$ cat src/hw/wdp_pkg.sv
package wdp_pkg;

  // ----------------------------------------------------------------
  // Register map
  // ----------------------------------------------------------------
  localparam logic [15:0] WAKE_CONTROL_ADDR = 16'h0454;
  localparam logic [7:0]  WAKE_CONTROL_RST  = 8'h00;
  localparam int          WAKE_EN_BIT       = 0;
  localparam int          INT_BLOCK_BIT     = 1;
  localparam logic [7:0]  WAKE_CONTROL_MASK = 8'h03;

  // ----------------------------------------------------------------
  // Interrupt mode field of the digital port control register
  // ----------------------------------------------------------------
  localparam int         MODE_LSB     = 3;
  localparam int         MODE_MSB     = 4;
  localparam logic [1:0] MODE_OFF     = 2'h0;
  localparam logic [1:0] MODE_STROBE  = 2'h1;
  localparam logic [1:0] MODE_EVENT   = 2'h2;
  localparam logic [1:0] MODE_MATCH   = 2'h3;

  // ----------------------------------------------------------------
  // Sample rates
  // ----------------------------------------------------------------
  localparam int REF_CLK_HZ   = 125_000_000;
  localparam int FAST_HZ      = 8_330_000;
  localparam int SLOW_HZ      = 32_000;
  localparam int FAST_DIV     = REF_CLK_HZ / FAST_HZ;
  localparam int SLOW_DIV     = REF_CLK_HZ / SLOW_HZ;

  typedef enum logic [1:0] {
    WDP_IDLE,
    WDP_ARMED,
    WDP_WAKING
  } wdp_state_type;

endpackage

$ cat src/hw/wdp_sample_if.sv
`timescale 1ns/1ps
interface wdp_sample_if;
  logic       slow_sel;
  logic       tick;
  modport ctrl (output slow_sel, input tick);
  modport gen  (input slow_sel, output tick);
endinterface

$ cat src/hw/wdp_tick_gen.sv
`timescale 1ns/1ps
module wdp_tick_gen #(
  parameter int FAST_DIV = wdp_pkg::FAST_DIV,
  parameter int SLOW_DIV = wdp_pkg::SLOW_DIV
) (
  // Clock and reset
  input  wire logic  clk,
  input  wire logic  rst,
  input  wire logic  ce,
  // Sample rate control
  wdp_sample_if.gen  smp
);

  // ----------------------------------------------------------------
  // Divider
  // ----------------------------------------------------------------
  localparam int CW = $clog2(SLOW_DIV + 1);
  logic [CW-1:0] cnt_q;
  logic [CW-1:0] cnt_d;
  logic [CW-1:0] limit;
  logic          tick_q;
  logic          tick_d;

  always_comb begin
    limit = smp.slow_sel ? CW'(SLOW_DIV - 1) : CW'(FAST_DIV - 1);
    // Restart on any rate change edge is not needed: wrap at the new limit
    if (cnt_q >= limit) begin
      cnt_d  = '0;
      tick_d = 1'b1;
    end else begin
      cnt_d  = cnt_q + CW'(1);
      tick_d = 1'b0;
    end
  end

  always_ff @(posedge clk or posedge rst) begin
    if (rst) begin
      cnt_q  <= '0;
      tick_q <= 1'b0;
    end else if (ce) begin
      cnt_q  <= cnt_d;
      tick_q <= tick_d;
    end
  end

  assign smp.tick = tick_q;

endmodule

$ cat src/hw/wdp_wake_ctrl.sv
`timescale 1ns/1ps
// What this block does
// - Strobe, match or event condition can wake.
// - Wake request reaches every power-down state.
// - Wake enable bit in control register 0x454.
// - Standby samples port on slow 32 kHz.
// - Block bit high passes interrupt, wake set by bit0.
// - Enable and block decode per four-row table.
// - Bit0 wake enable, bit1 interrupt block.
// - Mode bits 4:3 pick strobe, event, match.
module wdp_wake_ctrl #(
  parameter int WIDTH    = 8,
  parameter int FAST_DIV = wdp_pkg::FAST_DIV,
  parameter int SLOW_DIV = wdp_pkg::SLOW_DIV
) (
  // Clock, reset, enable
  input  wire logic             REF_CLK,
  input  wire logic             RST,
  input  wire logic             CE,
  // I/O register port
  input  wire logic [15:0]      IO_ADDR,
  input  wire logic             IO_WR,
  input  wire logic             IO_RD,
  input  wire logic [7:0]       IO_WDATA,
  output logic      [7:0]       IO_RDATA,
  // Port configuration from the digital port control register
  input  wire logic [7:0]       DIGITAL_PORT_CONTROL,
  input  wire logic [WIDTH-1:0] MATCH_MASK,
  input  wire logic [WIDTH-1:0] MATCH_VALUE,
  input  wire logic             IRQ_CLEAR,
  // Port pins
  input  wire logic [WIDTH-1:0] PORT_IN,
  input  wire logic             STROBE_IN,
  // Power state
  input  wire logic             STANDBY,
  // Results
  output logic                  PORT_IRQ,
  output logic                  WAKE_EVENT,
  output logic                  SLOW_SAMPLING
);

  // ----------------------------------------------------------------
  // Wake control register
  // ----------------------------------------------------------------
  logic [7:0] wctl_q;
  logic [7:0] wctl_d;
  logic       hit;

  assign hit = (IO_ADDR == wdp_pkg::WAKE_CONTROL_ADDR);

  always_comb begin
    wctl_d = wctl_q;
    if (IO_WR && hit) begin
      wctl_d = IO_WDATA & wdp_pkg::WAKE_CONTROL_MASK;
    end
  end

  always_ff @(posedge REF_CLK or posedge RST) begin
    if (RST) begin
      wctl_q <= wdp_pkg::WAKE_CONTROL_RST;
    end else if (CE) begin
      wctl_q <= wctl_d;
    end
  end

  // Reserved bits always read zero
  always_comb begin
    IO_RDATA = 8'h00;
    if (IO_RD && hit) begin
      IO_RDATA = wctl_q;
    end
  end

  // ----------------------------------------------------------------
  // Sample clock
  // ----------------------------------------------------------------
  wdp_sample_if smp ();

  assign smp.slow_sel  = STANDBY;
  assign SLOW_SAMPLING = STANDBY;

  wdp_tick_gen #(
    .FAST_DIV (FAST_DIV),
    .SLOW_DIV (SLOW_DIV)
  ) u_tick (
    .clk (REF_CLK),
    .rst (RST),
    .ce  (CE),
    .smp (smp)
  );

  // ----------------------------------------------------------------
  // Port sampling and deglitch
  // ----------------------------------------------------------------
  // Two agreeing samples are needed, so a glitch shorter than one
  // sample period is dropped; in standby this is why inputs must
  // hold for tens of microseconds.
  logic [WIDTH-1:0] s0_q, s0_d;
  logic [WIDTH-1:0] s1_q, s1_d;
  logic [WIDTH-1:0] stab_q, stab_d;
  logic             st0_q, st0_d;
  logic             st1_q, st1_d;
  logic             stst_q, stst_d;
  logic             cond_q, cond_d;
  logic             prim_q, prim_d;
  logic             warm_q, warm_d;
  logic [1:0]       mode;
  logic             raw;

  assign mode = DIGITAL_PORT_CONTROL[wdp_pkg::MODE_MSB:wdp_pkg::MODE_LSB];

  always_comb begin
    s0_d   = s0_q;
    s1_d   = s1_q;
    stab_d = stab_q;
    st0_d  = st0_q;
    st1_d  = st1_q;
    stst_d = stst_q;
    warm_d = warm_q;
    raw    = 1'b0;
    if (smp.tick && !warm_q) begin
      // First sample seeds every stage: a port idling high after
      // reset must not look like an edge or an event
      s0_d   = PORT_IN;
      s1_d   = PORT_IN;
      stab_d = PORT_IN;
      st0_d  = STROBE_IN;
      st1_d  = STROBE_IN;
      stst_d = STROBE_IN;
      warm_d = 1'b1;
    end else if (smp.tick) begin
      s0_d  = PORT_IN;
      s1_d  = s0_q;
      st0_d = STROBE_IN;
      st1_d = st0_q;
      if (s0_q == s1_q) begin
        stab_d = s1_q;
      end
      if (st0_q == st1_q) begin
        stst_d = st1_q;
      end
      unique case (mode)
        wdp_pkg::MODE_OFF:    raw = 1'b0;
        wdp_pkg::MODE_STROBE: raw = (st0_q == st1_q) && st1_q && !stst_q;
        wdp_pkg::MODE_EVENT:  raw = (s0_q == s1_q) && (((s1_q ^ stab_q) & ~MATCH_MASK) != '0)
                                    && (MATCH_MASK != '1);
        wdp_pkg::MODE_MATCH:  raw = (s0_q == s1_q) && (((s1_q ^ MATCH_VALUE) & ~MATCH_MASK) == '0)
                                    && (MATCH_MASK != '1);
      endcase
    end
  end

  // sticky port condition, set wins over clear
  always_comb begin
    prim_d = smp.tick ? raw : prim_q;
    cond_d = cond_q;
    if (IRQ_CLEAR) begin
      cond_d = 1'b0;
    end
    if (raw && !(mode == wdp_pkg::MODE_MATCH && prim_q)) begin
      cond_d = 1'b1;
    end
  end

  always_ff @(posedge REF_CLK or posedge RST) begin
    if (RST) begin
      s0_q   <= '0;
      s1_q   <= '0;
      stab_q <= '0;
      st0_q  <= 1'b0;
      st1_q  <= 1'b0;
      stst_q <= 1'b0;
      cond_q <= 1'b0;
      prim_q <= 1'b0;
      warm_q <= 1'b0;
    end else if (CE) begin
      s0_q   <= s0_d;
      s1_q   <= s1_d;
      stab_q <= stab_d;
      st0_q  <= st0_d;
      st1_q  <= st1_d;
      stst_q <= stst_d;
      cond_q <= cond_d;
      prim_q <= prim_d;
      warm_q <= warm_d;
    end
  end

  // ----------------------------------------------------------------
  // Interrupt and wake decode
  // ----------------------------------------------------------------
  logic irq_q, irq_d;
  logic wake_q, wake_d;
  logic wen, blk;

  assign wen = wctl_q[wdp_pkg::WAKE_EN_BIT];
  assign blk = wctl_q[wdp_pkg::INT_BLOCK_BIT];

  always_comb begin
    // table decode: block bit high passes the interrupt
    // covered by the 1-0 row: wake without interrupt
    irq_d  = cond_d && blk;
    wake_d = cond_d && wen;
  end

  always_ff @(posedge REF_CLK or posedge RST) begin
    if (RST) begin
      irq_q  <= 1'b0;
      wake_q <= 1'b0;
    end else if (CE) begin
      irq_q  <= irq_d;
      wake_q <= wake_d;
    end
  end

  assign PORT_IRQ   = irq_q;
  assign WAKE_EVENT = wake_q;

endmodule

$ cat config.mk
export PLATFORM = sky130hd
export DESIGN_NAME = wdp_wake_ctrl
export DESIGN_NICKNAME = d
export VERILOG_FILES = /design/src/hw/wdp_pkg.sv /design/src/hw/wdp_sample_if.sv /design/src/hw/wdp_tick_gen.sv /design/src/hw/wdp_wake_ctrl.sv
export SDC_FILE = /design/constraint.sdc
export NUM_CORES = 1
export LEC_CHECK = 0
export BUFFER_PORTS_ARGS = -buffer_cell sky130_fd_sc_hd__buf_2
export CAP_MARGIN = 40
export CORE_ASPECT_RATIO = 0.75
export CORE_MARGIN = 5
export CORE_UTILIZATION = 35
export DETAILED_ROUTE_END_ITERATION = 12
export MAX_ROUTING_LAYER = met4
export PLACE_DENSITY = 0.59
export SETUP_SLACK_MARGIN = 0.4
export SYNTH_ARGS = -nofsm -noshare
export SYNTH_HDL_FRONTEND = slang
export SYNTH_SLANG_ARGS = --single-unit
$ cat constraint.sdc
create_clock -name REF_CLK -period 2.9 [get_ports REF_CLK]
set_input_delay 0.435 -clock REF_CLK [delete_from_list [all_inputs] [get_ports REF_CLK]]
set_output_delay 0.435 -clock REF_CLK [all_outputs]
set_load 0.01 [all_outputs]
==> results of run 1 <==
-- worst max-delay path: stages, from the launching register on --
cell and delay, ns:
dfrtp_1 0.41, inv_1 0.07, ha_1 0.26, nand2b_1 0.14
a21o_1 0.17, a21o_1 0.17, a31oi_1 0.34, o32ai_2 0.26
a21o_1 0.21
-- cells in the final DEF (no fill, tap or decap), types with 5 or more instances in the layout --
master | synthesis | final
nand4_1 | 5 | 5
mux2_2 | 9 | 9
nand2_1 | 40 | 40
nor2_1 | 19 | 19
xnor2_1 | 17 | 17
dfrtp_1 | 47 | 47
nor4_1 | 5 | 5
o21ai_0 | 25 | 25
a21oi_1 | 7 | 7
xor2_1 | 13 | 13
ha_1 | 11 | 11
o22ai_1 | 7 | 7
clkbuf_8 | 0 | 5
inv_1 | 11 | 10
conb_1 | 1 | 6
mux2i_1 | 14 | 14
buf_2 | 0 | 56
a21o_1 | 7 | 7
-- final cells by class --
class	instances	area share, %
Multi-Input combinational cell	223	45.8
Sequential cell	47	35.4
Timing Repair Buffer	59	9.50
Tap cell	105	3.96
Clock buffer	5	2.07
Clock inverter	3	2.04
Inverter	11	1.24
-- sequential cells by signal, indices dropped and copies added, names as in the netlist, 2 cells and up --
name / count
wctl_q: 2
u_tick.cnt_q: 12
s0_q: 8
s1_q: 8
stab_q: 8
-- per-layer routing --
metal  GRT usage [%]  share of wire, %  vias up
li1                -                 -     1127
met1            18.9                51     1026
met2            19.5                45       33
met3            2.73               3.7        4
met4            3.88               1.0        0
met5               -                 0        -
-- path summary, 6_finish.rpt --
| path | start | endpoint | slack [ns] |
|---|---|---|---|
| worst max-delay path | u_tick.cnt_q[0] | u_tick.smp.tick | 0.77 |
| worst min-delay path | RST | s0_q[7] | 0.06 |
| worst max register to register | u_tick.cnt_q[0] | u_tick.smp.tick | 0.77 |
| worst min register to register | cond_q | cond_q | 0.49 |
| max in group asynchronous | RST | stst_q | 2.35 |
| min in group REF_CLK | IO_WDATA[0] | wctl_q[0] | 0.33 |
-- cells by family (layout without fill, tap and decap cells) --
kind of cell	count (synthesis)	in the layout	synth area share [%]
compound gates	62	62	14.2
xor+xnor	32	32	10.3
fa+ha+maj	11	11	4.80
buf+inv	35	78	6.63
flops	47	47	41.0
mux	23	23	8.42
other cells	1	6	0.131
simple gates	89	89	14.4
-- power by group --
part	switching [W]	internal, W	total (W)	leakage (nW)
Clock	0.000234	0.000344	0.000578	0.0644
Sequential	0.000247	0.000827	0.00107	0.610
Combinational	0.000331	0.000381	0.000712	0.910
Total	0.000812	0.00155	0.00236	1.58
-- stage by stage --
| stage | power [W] | utilization, % |
|---|---|---|
| floorplan | 0.00164 | - |
| global placement | 0.00179 | 39.8 |
| detailed placement | 0.00180 | 40.0 |
| CTS | 0.00238 | 41.7 |
| global route | 0.00254 | 41.7 |
| finish | 0.00236 | 41.7 |
==> impl_metrics.csv, run 1 <==
group,metric,value,unit
synthesis,synth.distinct_cells,44,
timing,rsz0062_at_grt,"false",
final_layout,regArea,1180,µm²
global_routing,grt_max_degree,37,
floorplanning,die_h,88.4,µm
critical_path,path_class,"reg -> reg",
critical_path,startpoint_type,"flop",
timing,skew,0.00622,ns
synthesis,synth.top_cell.area_share,41.0,%
synthesis,yosysMostFrequentCell,"dfrtp_1",
global_routing,grt_pass1_vias,2124,
timing,finalHoldViolCount,0,
synthesis,netlist_area,2870,µm²
pwr,p_leak,1.58,nW
timing,setup_tns,0,ns
timing,max_freq,470,MHz
job,drv_cap,0,
timing,fin_ws,0.773,ns
floorplanning,num_io_pins,75,
placed_design,dp_hpwl,4880,µm
synthesis,synth_warnings,0,
synthesis,synth.largest_area_cell,"dfrtp_1",
synthesis,synth.avg_cell_area,9.55,µm²
pwr,ir_worst_vdd,0.264,mV
critical_path,reg2reg_depth,8,
placed_design,dp_cells,445,
floorplanning,num_rows,28,
synthesis,synth-seq-area-share,41.0,%
route,drt_iter0_drc,107,
final_layout,multiInputGateArea,1520,µm²
final_layout,finalInstanceArea,3320,µm²
synthesis,synthArstFlopShare,100,%
clocking,cts.clk_slew.worst_paths,0.09,ns
synthesis,postSynthCellCount,300,
synthesis,yosys-top-cells-area,"dfrtp_1, nand2_1, xnor2_1, mux2i_1, ha_1",
final_layout,diodes,0,
final_layout,final_nets,422,
floorplanning,core_area,7950,µm²
clocking,cts.sinks,47,
clocking,htree_levels,2,
final_layout,layout-drive-gt1-share,24.4,%
floorplanning,die_w,115,µm
pwr,powerDensity,712,nW/µm²
hold_path,hp-class,"in -> async",
global_routing,grt_use_total,13.4,%
clocking,cts_resized,0,
route,first_pass_iters,4,
route,routed_wl,6310,µm
synthesis,synthFlopType,"dfrtp_1",
route,vias,2190,
clocking,numCtsBuffers,5,
timing,tightest_slew,0.719,ns
critical_path,crit_path_end_kind,"flop",
critical_path,crit_required,3.10,ns
clocking,cts_tree,"yes",
clocking,postCtsSetupRepairBufs,0,
timing,min_period,2.13,ns
synthesis,synth_edf_count,0,
synthesis,synth_seq_cells,47,
floorplanning,initial_core_util,36.0,%
route,ant_nets,0,
final_layout,fillers,797,
timing,hold_slack,0.0611,ns
timing,setup_violations,0,
clocking,cts_hold_buf,0,
placed_design,dpl_cell_area,3180,µm²
final_layout,layout.cells.non_filler,453,
route,post_drt_wl_per_cell,13.9,µm
route,drcViolationCount,0,
global_routing,grt_first_pass_wirelength,10500,µm
clocking,insertion_delay,0.30,ns
global_routing,antenna_found_initial,0,
placed_design,numPortBuffers,56,
global_routing,grt_overflow_total,0,
timing,report.final.slew_viol_count,0,
critical_path,worstPathArrival,2.33,ns
placed_design,pre_cts_slack,0.620,ns
timing,post-route-period-util,73.4,%
run_status,status,"completed",
floorplanning,die_area,10100,µm²
timing,relSlewSlack,52.0,%
clocking,cts_buffer_depth,2,
final_layout,area_delta_synth_final,15.8,%
clocking,root_buffer,"clkbuf_8",
placed_design,finalWeightedCongestion,0.882,
route,via_per_inst,4.83,
synthesis,synth_common_cells,"dfrtp_1, nand2_1, o21ai_0",
critical_path,cp_max_fo,9,
(Power assumes the default switching activity.)
==> inputs of run 2 (changes only) <==
- ABC_AREA: not set -> 1
- PLACE_DENSITY: 0.59 -> 0.61
- clock period: 2.9 -> 1.7 ns (I/O delays scaled with it)
==> run 2 against run 1 <==
Net effect:
- the run now ends with negative setup slack left
- area after synthesis rose by 4.4%
- largest cell class unchanged
- critical endpoint is now u_tick.cnt_q[8]
- synthesized cell count rose by 35%
- register-to-register slack got worse by 0.79 ns
- global-route usage rose by 1.2 points
- non-clock buffer count rose by 25
- fmax rose by 24%
- sequential share of layout area fell by 4.8 points
==> impl_metrics.csv, run 2 <==
group,metric,value,unit
pwr,power,0.00472,W
global_routing,grt_pass1_vias,2589,
floorplanning,num_io_pins,75,
timing,report.final.slew_viol_count,0,
pwr,p_int,0.00294,W
pwr,seqPwrFrac,40.0,%
clocking,cts_tree,"yes",
pwr,clkPwrFrac,19.9,%
final_layout,largest_register_ffs,12,
placed_design,dpl_cell_area,3520,µm²
synthesis,postSynthCellCount,404,
synthesis,yosys.area_share.adder,4.60,%
clocking,insertion_delay,0.28,ns
synthesis,synth.avg_cell_area,7.40,µm²
timing,finalHoldViolCount,0,
pwr,switching_share,37.8,%
clocking,cts_hold_buf,0,
synthesis,synth_compound_area_share,9.95,%
final_layout,final_cell_mix,"nand2_1, buf_2, dfrtp_1, inv_1, nor2_1",
synthesis,synth-seq-area-share,39.3,%
synthesis,synth.top_cell.area_share,39.3,%
run_status,violations,"negative setup slack",
critical_path,crit_required,1.87,ns
final_layout,layout-drive-gt1-share,28.7,%
final_layout,area_delta_synth_final,28.3,%
placed_design,finalWeightedCongestion,0.800,
job,drv_cap,0,
clocking,cts.clk_slew.worst_paths,0.06,ns
floorplanning,core_area,8380,µm²
synthesis,synth_top_family_by_area,"simple AND/OR/NAND/NOR gates",
pwr,p_leak,1.95,nW
floorplanning,num_rows,29,
final_layout,finalInstanceArea,3840,µm²
global_routing,antenna_found_initial,0,
synthesis,synthFlopType,"dfrtp_1",
synthesis,synth_mux_area_share,1.51,%
pwr,comb_power_share,40.1,%
route,drcViolationCount,0,
clocking,root_buffer,"clkbuf_16",
final_layout,final_nets,561,
clocking,numCtsBuffers,5,
route,via_per_inst,4.59,
timing,setup_violations,10,
floorplanning,die_h,90.1,µm
critical_path,cp_max_fo,5,
synthesis,synthArstFlopShare,100,%
pwr,p_sw,0.00178,W
synthesis,synth_seq_cells,47,
synthesis,synth_xor_xnor_area_share,4.39,%
placed_design,dp_hpwl,5620,µm
critical_path,worstPathArrival,1.89,ns
hold_path,hp-class,"in -> async",
route,routed_wl,7290,µm
synthesis,synth_common_cells,"nand2_1, dfrtp_1, inv_1",
timing,rsz0062_at_grt,"true",
floorplanning,die_w,117,µm
synthesis,synth_edf_count,0,
route,ant_nets,0,
placed_design,numPortBuffers,56,
global_routing,grt_max_degree,48,
synthesis,synth_warnings,0,
timing,post-route-period-util,101,%
critical_path,startpoint_type,"flop",
final_layout,mostFrequentLayoutCell,"nand2_1",
timing,min_period,1.72,ns
run_status,status,"finished, violations left",
route,drt_iter0_drc,120,
synthesis,synth.distinct_cells,37,
clocking,htree_levels,2,
floorplanning,die_area,10500,µm²
synthesis,synth-simple-area-share,30.7,%
synthesis,synth.largest_area_cell,"dfrtp_1",
critical_path,crit_path_end_kind,"flop",
clocking,cts.sinks,47,
route,vias,2732,
synthesis,yosys-top-cells-area,"dfrtp_1, nand2_1, inv_1, o21ai_0, nor2_1",
timing,fin_ws,-0.0181,ns
synthesis,netlist_area,2990,µm²
global_routing,grt_use_total,14.6,%
route,first_pass_iters,4,
timing,skew,0.00178,ns
critical_path,path_class,"reg -> reg",
route,post_drt_wl_per_cell,12.2,µm
floorplanning,initial_core_util,35.7,%
final_layout,fillers,809,
clocking,cts_buffer_depth,2,
global_routing,grt_overflow_total,0,
synthesis,yosysMostFrequentCell,"nand2_1",
pwr,ir_worst_vdd,0.493,mV
final_layout,regMostFlops,"u_tick.cnt_q",
final_layout,diodes,0,
global_routing,grt_first_pass_wirelength,12200,µm
timing,max_freq,582,MHz
pwr,powerDensity,1230,nW/µm²
## run 2: cell types whose count changed in the layout (fill, tap and decap cells not counted), sizes merged, moves of 14 or more
| cell | before | now |
|---|---|---|
| buf | 59 | 84 |
| inv | 11 | 49 |
| mux2i | 14 | 0 |
| nand2 | 40 | 116 |
| nand3 | 3 | 19 |
| nor2 | 19 | 50 |
## run 2: kinds of logic after synthesis
group	Yosys count
simple gates	207
other cells	1
mux	4
flops	47
compound gates	55
buf+inv	64
fa+ha+maj	11
xor+xnor	15
## run 2: layout make-up
type / instances / area (µm²) / share of cell area [%]
clock buffer: 7 / 133 / 3.46
clock inverter: 1 / 5.00 / 0.130
inverter: 49 / 193 / 5.02
multi-input combinational: 298 / 1660 / 43.2
sequential: 47 / 1180 / 30.7
tap: 108 / 135 / 3.52
timing repair buffer: 84 / 529 / 13.8
timing repair inverter: 1 / 8.76 / 0.228
## run 2: per-stage QoR
| step | util, % | hold slack, ns | cells | setup WS (ns) | setup TNS, ns |
|---|---|---|---|---|---|
| after floorplan | - | 0.278 | 409 | 0.0858 | 0 |
| after global placement | 42.0 | 0.340 | 580 | -0.0855 | -0.791 |
| after detailed placement | 42.0 | 0.337 | 580 | -0.142 | -1.34 |
| after CTS | 44.5 | 0.0414 | 591 | -0.00418 | -0.00536 |
| after global routing | 45.8 | 0.0504 | 595 | -0.0983 | -1.06 |
| final | 45.8 | 0.0282 | 595 | -0.0181 | -0.133 |
## run 2: repair_timing
action,CTS,global route
setup endpoints to repair,30,32
gates cloned,1,0
gates resized for setup,12,18
pin swaps,6,9
setup buffers,2,4
## run 2: final timing paths
kind                                  start               to  slack, ns  cells past startpoint
setup / recovery           u_tick.cnt_q[10]  u_tick.cnt_q[8]      -0.02                      7
hold / removal                          RST        stab_q[1]       0.03                      3
setup reg to reg           u_tick.cnt_q[10]  u_tick.cnt_q[8]      -0.02                      7
hold reg to reg                  WAKE_EVENT       WAKE_EVENT       0.49                      2
max in group asynchronous               RST          s1_q[2]       1.44                      3
min in group REF_CLK              STROBE_IN            st0_q       0.18                      3
## run 2: critical path, cell delays in order (launching register included)
cell and delay, ns:
dfrtp_1 0.39, ha_1 0.30, nand4_1 0.16, or3_4 0.44
nand2_2 0.09, nand2_4 0.09, inv_6 0.10, nor2_2 0.04
## run 2: power groups by stage
stage                     Clock [W]  Sequential (W)  Combinational, W
after detailed placement          0         0.00189           0.00179
final                      0.000940         0.00189           0.00189
after global routing        0.00102         0.00194           0.00217
after global placement            0         0.00188           0.00174
after floorplan                   0         0.00182           0.00133
after CTS                  0.000971         0.00187           0.00182
## run 2: metal layers
metal  GRT usage [%]  up-vias  wire length [µm]
li1                -     1447                 -
met1            20.9     1244              3660
met2            21.8       36              3370
met3            2.28        5               207
met4            3.44        0                48
met5               -        -                 0
==> inputs of run 3 (changes only) <==
- CORE_UTILIZATION: 35 -> 45
- PLACE_DENSITY: 0.61 -> 0.74
==> run 3 against run 2 <==
Net effect:
- the run still ends with negative setup slack left
- die area is 20% lower
- count of clock-buffer cells in the layout is 1 lower
- sequential share of layout area is 1.3 points lower
- worst hold slack worse by 0.023 ns
- power is 0.11% higher
- critical path depth is 4 higher
- global-route usage is 3.2 points higher
- critical endpoint is now u_tick.cnt_q[0]
- largest cell class unchanged
- highest routed layer unchanged
==> impl_metrics.csv, run 3 (synthesized netlist as in run 2, its figures left out) <==
group,metric,value,unit
run_status,status,"finished, violations left",
run_status,violations,"negative setup slack",
critical_path,crit_path_end_kind,"flop",
floorplanning,num_rows,25,
critical_path,cp_slowest_cell,"ha_4",
critical_path,reg2reg_slack,-0.04,ns
critical_path,crit_required,1.87,ns
final_layout,area_delta_synth_final,34.5,%
critical_path,rr_endpoint,"u_tick.cnt_q[0]",
critical_path,cp_top_family,"buffers and inverters",
pwr,p_int,0.00281,W
clocking,htree_levels,2,
critical_path,cp_cell_sequence,"clkbuf_4, clkinvlp_4, buf_4, ha_4, nand4_1, buf_4, a211oi_4, nor2_2, buf_4, nand4_1, o21ai_0",
timing,fin_ws,-0.0425,ns
pwr,p_sw,0.00192,W
timing,finalHoldViolCount,0,
clocking,root_buffer,"clkbuf_8",
route,post_drt_wl_per_cell,13.0,µm
placed_design,finalWeightedCongestion,0.887,
pwr,clkPwrFrac,14.6,%
final_layout,final_cell_mix,"nand2_1, buf_2, dfrtp_1, inv_1, nor2_1",
critical_path,r2r_start,"u_tick.cnt_q[10]",
critical_path,path_common_cell,"buf_4",
route,routed_wl,7470,µm
final_layout,largest_register_ffs,12,
clocking,insertion_delay,0.30,ns
clocking,cts.sinks,47,
clocking,numCtsBuffers,5,
floorplanning,die_area,8400,µm²
timing,report.final.slew_viol_count,0,
clocking,cts_tree,"yes",
critical_path,path_buf_inv,5,
final_layout,regMostFlops,"u_tick.cnt_q",
timing,hold_slack,0.00487,ns
critical_path,reg2reg_depth,8,
final_layout,diodes,0,
critical_path,cp_max_fo,6,
route,vias,2849,
route,drcViolationCount,0,
pwr,powerDensity,1170,nW/µm²
pwr,ir_worst_vdd,0.745,mV
route,first_pass_iters,4,
timing,max_freq,574,MHz
hold_path,hp-class,"in -> async",
floorplanning,core_area,6380,µm²
route,via_per_inst,4.96,
global_routing,grt_first_pass_wirelength,11800,µm
floorplanning,die_h,80.6,µm
floorplanning,num_io_pins,75,
global_routing,grt_overflow_total,0,
final_layout,layout-drive-gt1-share,36.5,%
global_routing,grt_max_degree,48,
critical_path,critPathMaxStageDelay,0.27,ns
pwr,switching_share,40.5,%
clocking,cts.clk_slew.worst_paths,0.08,ns
placed_design,pre_cts_slack,-0.216,ns
pwr,seqPwrFrac,40.5,%
clocking,cts_buffer_depth,2,
pwr,p_leak,1.96,nW
route,ant_nets,0,
global_routing,grt_use_total,17.9,%
timing,rsz0062_at_grt,"true",
timing,post-route-period-util,102,%
critical_path,worstPathArrival,1.91,ns
job,drv_cap,0,
pwr,comb_power_share,44.9,%
route,drt_iter0_drc,124,
critical_path,path_class,"in -> reg",
timing,setup_tns,-0.333,ns
timing,setup_violations,11,
global_routing,antenna_found_initial,0,
placed_design,dp_hpwl,5440,µm
placed_design,numPortBuffers,56,
critical_path,startpoint_type,"input pin",
global_routing,grt_pass1_vias,2667,
clocking,cts_hold_buf,0,
floorplanning,die_w,104,µm
timing,skew,0.00743,ns
timing,min_period,1.74,ns
final_layout,mostFrequentLayoutCell,"nand2_1",
final_layout,final_nets,568,
floorplanning,initial_core_util,46.9,%
run 3: cell count changes in the layout (fill, tap and decap cells not counted), moves of 3 or more:
cell,before,now
clkbuf_8,0,6
inv_2,5,8
dfrtp_1,46,41
nor2_1,35,31
inv_1,42,37
a21oi_1,12,3
nor2_4,3,7
dfrtp_2,1,6
clkbuf_16,5,0
ha_4,2,6
a21oi_2,2,11
buf_4,25,29
ha_1,9,5
run 3: worst max path at each step:
stage	start	endpoint	slack (ns)	cells after the start
after floorplan	u_tick.cnt_q[1]	u_tick.cnt_q[9]	0.09	10
after global placement	STANDBY	u_tick.cnt_q[9]	-0.15	9
after detailed placement	STANDBY	u_tick.cnt_q[9]	-0.22	9
after CTS	u_tick.cnt_q[11]	u_tick.cnt_q[9]	0.003	7
after global routing	STANDBY	u_tick.cnt_q[9]	-0.13	12
final	STANDBY	u_tick.cnt_q[0]	-0.04	11
run 3: what timing repair did:
action | in CTS | in global routing
cloned | 1 | 0
buffers inserted | 6 | 9
gates resized for setup | 32 | 49
setup endpoints to repair | 27 | 37
pin swaps | 10 | 12
run 3: final cells by class:
type | count | area (µm²)
repair buffers | 91 | 617
clock buffers | 6 | 82.6
well taps | 81 | 101
flip-flops and latches | 47 | 1180
inverters | 49 | 201
multi-input cells | 298 | 1820
repair inverters | 1 | 8.76
clock inverters | 1 | 5.00
fillers | 577 | 2360
run 3: worst reg2reg max path: stages, from the launching register on:
cell      delay (ns)
dfrtp_1         0.43
ha_4            0.30
nand4_1         0.16
buf_4           0.19
a211oi_4        0.17
nor2_2          0.08
buf_4           0.14
nand4_1         0.08
o21ai_0         0.08
run 3: metrics by stage:
step	cell area [µm²]	std cells	power [W]	utilization, %
6_report	4020	574	0.00473	63.1
2_1_floorplan	3020	409	0.00315	-
3_5_place_dp	3470	551	0.00369	54.4
3_3_place_gp	3470	551	0.00359	54.4
4_1_cts	3740	565	0.00448	58.6
5_1_grt	4020	574	0.00512	63.1
run 3: routing by layer:
metal  track usage, %  vias to the layer above  part of all wire (%)
met5                -                        -                     0
met4             3.75                        0                  0.51
met3             3.69                        4                   3.4
met2             29.4                       47                    49
met1             23.1                     1347                    47
li1                 -                     1451                     -
run 3: power groups by stage:
| stage | sequential, W | clock (W) | combinational [W] |
|---|---|---|---|
| after floorplan | 0.00182 | 0 | 0.00133 |
| after global placement | 0.00188 | 0 | 0.00171 |
| after detailed placement | 0.00190 | 0 | 0.00178 |
| after CTS | 0.00189 | 0.000717 | 0.00188 |
| after global routing | 0.00197 | 0.000772 | 0.00238 |
| final | 0.00191 | 0.000690 | 0.00212 |
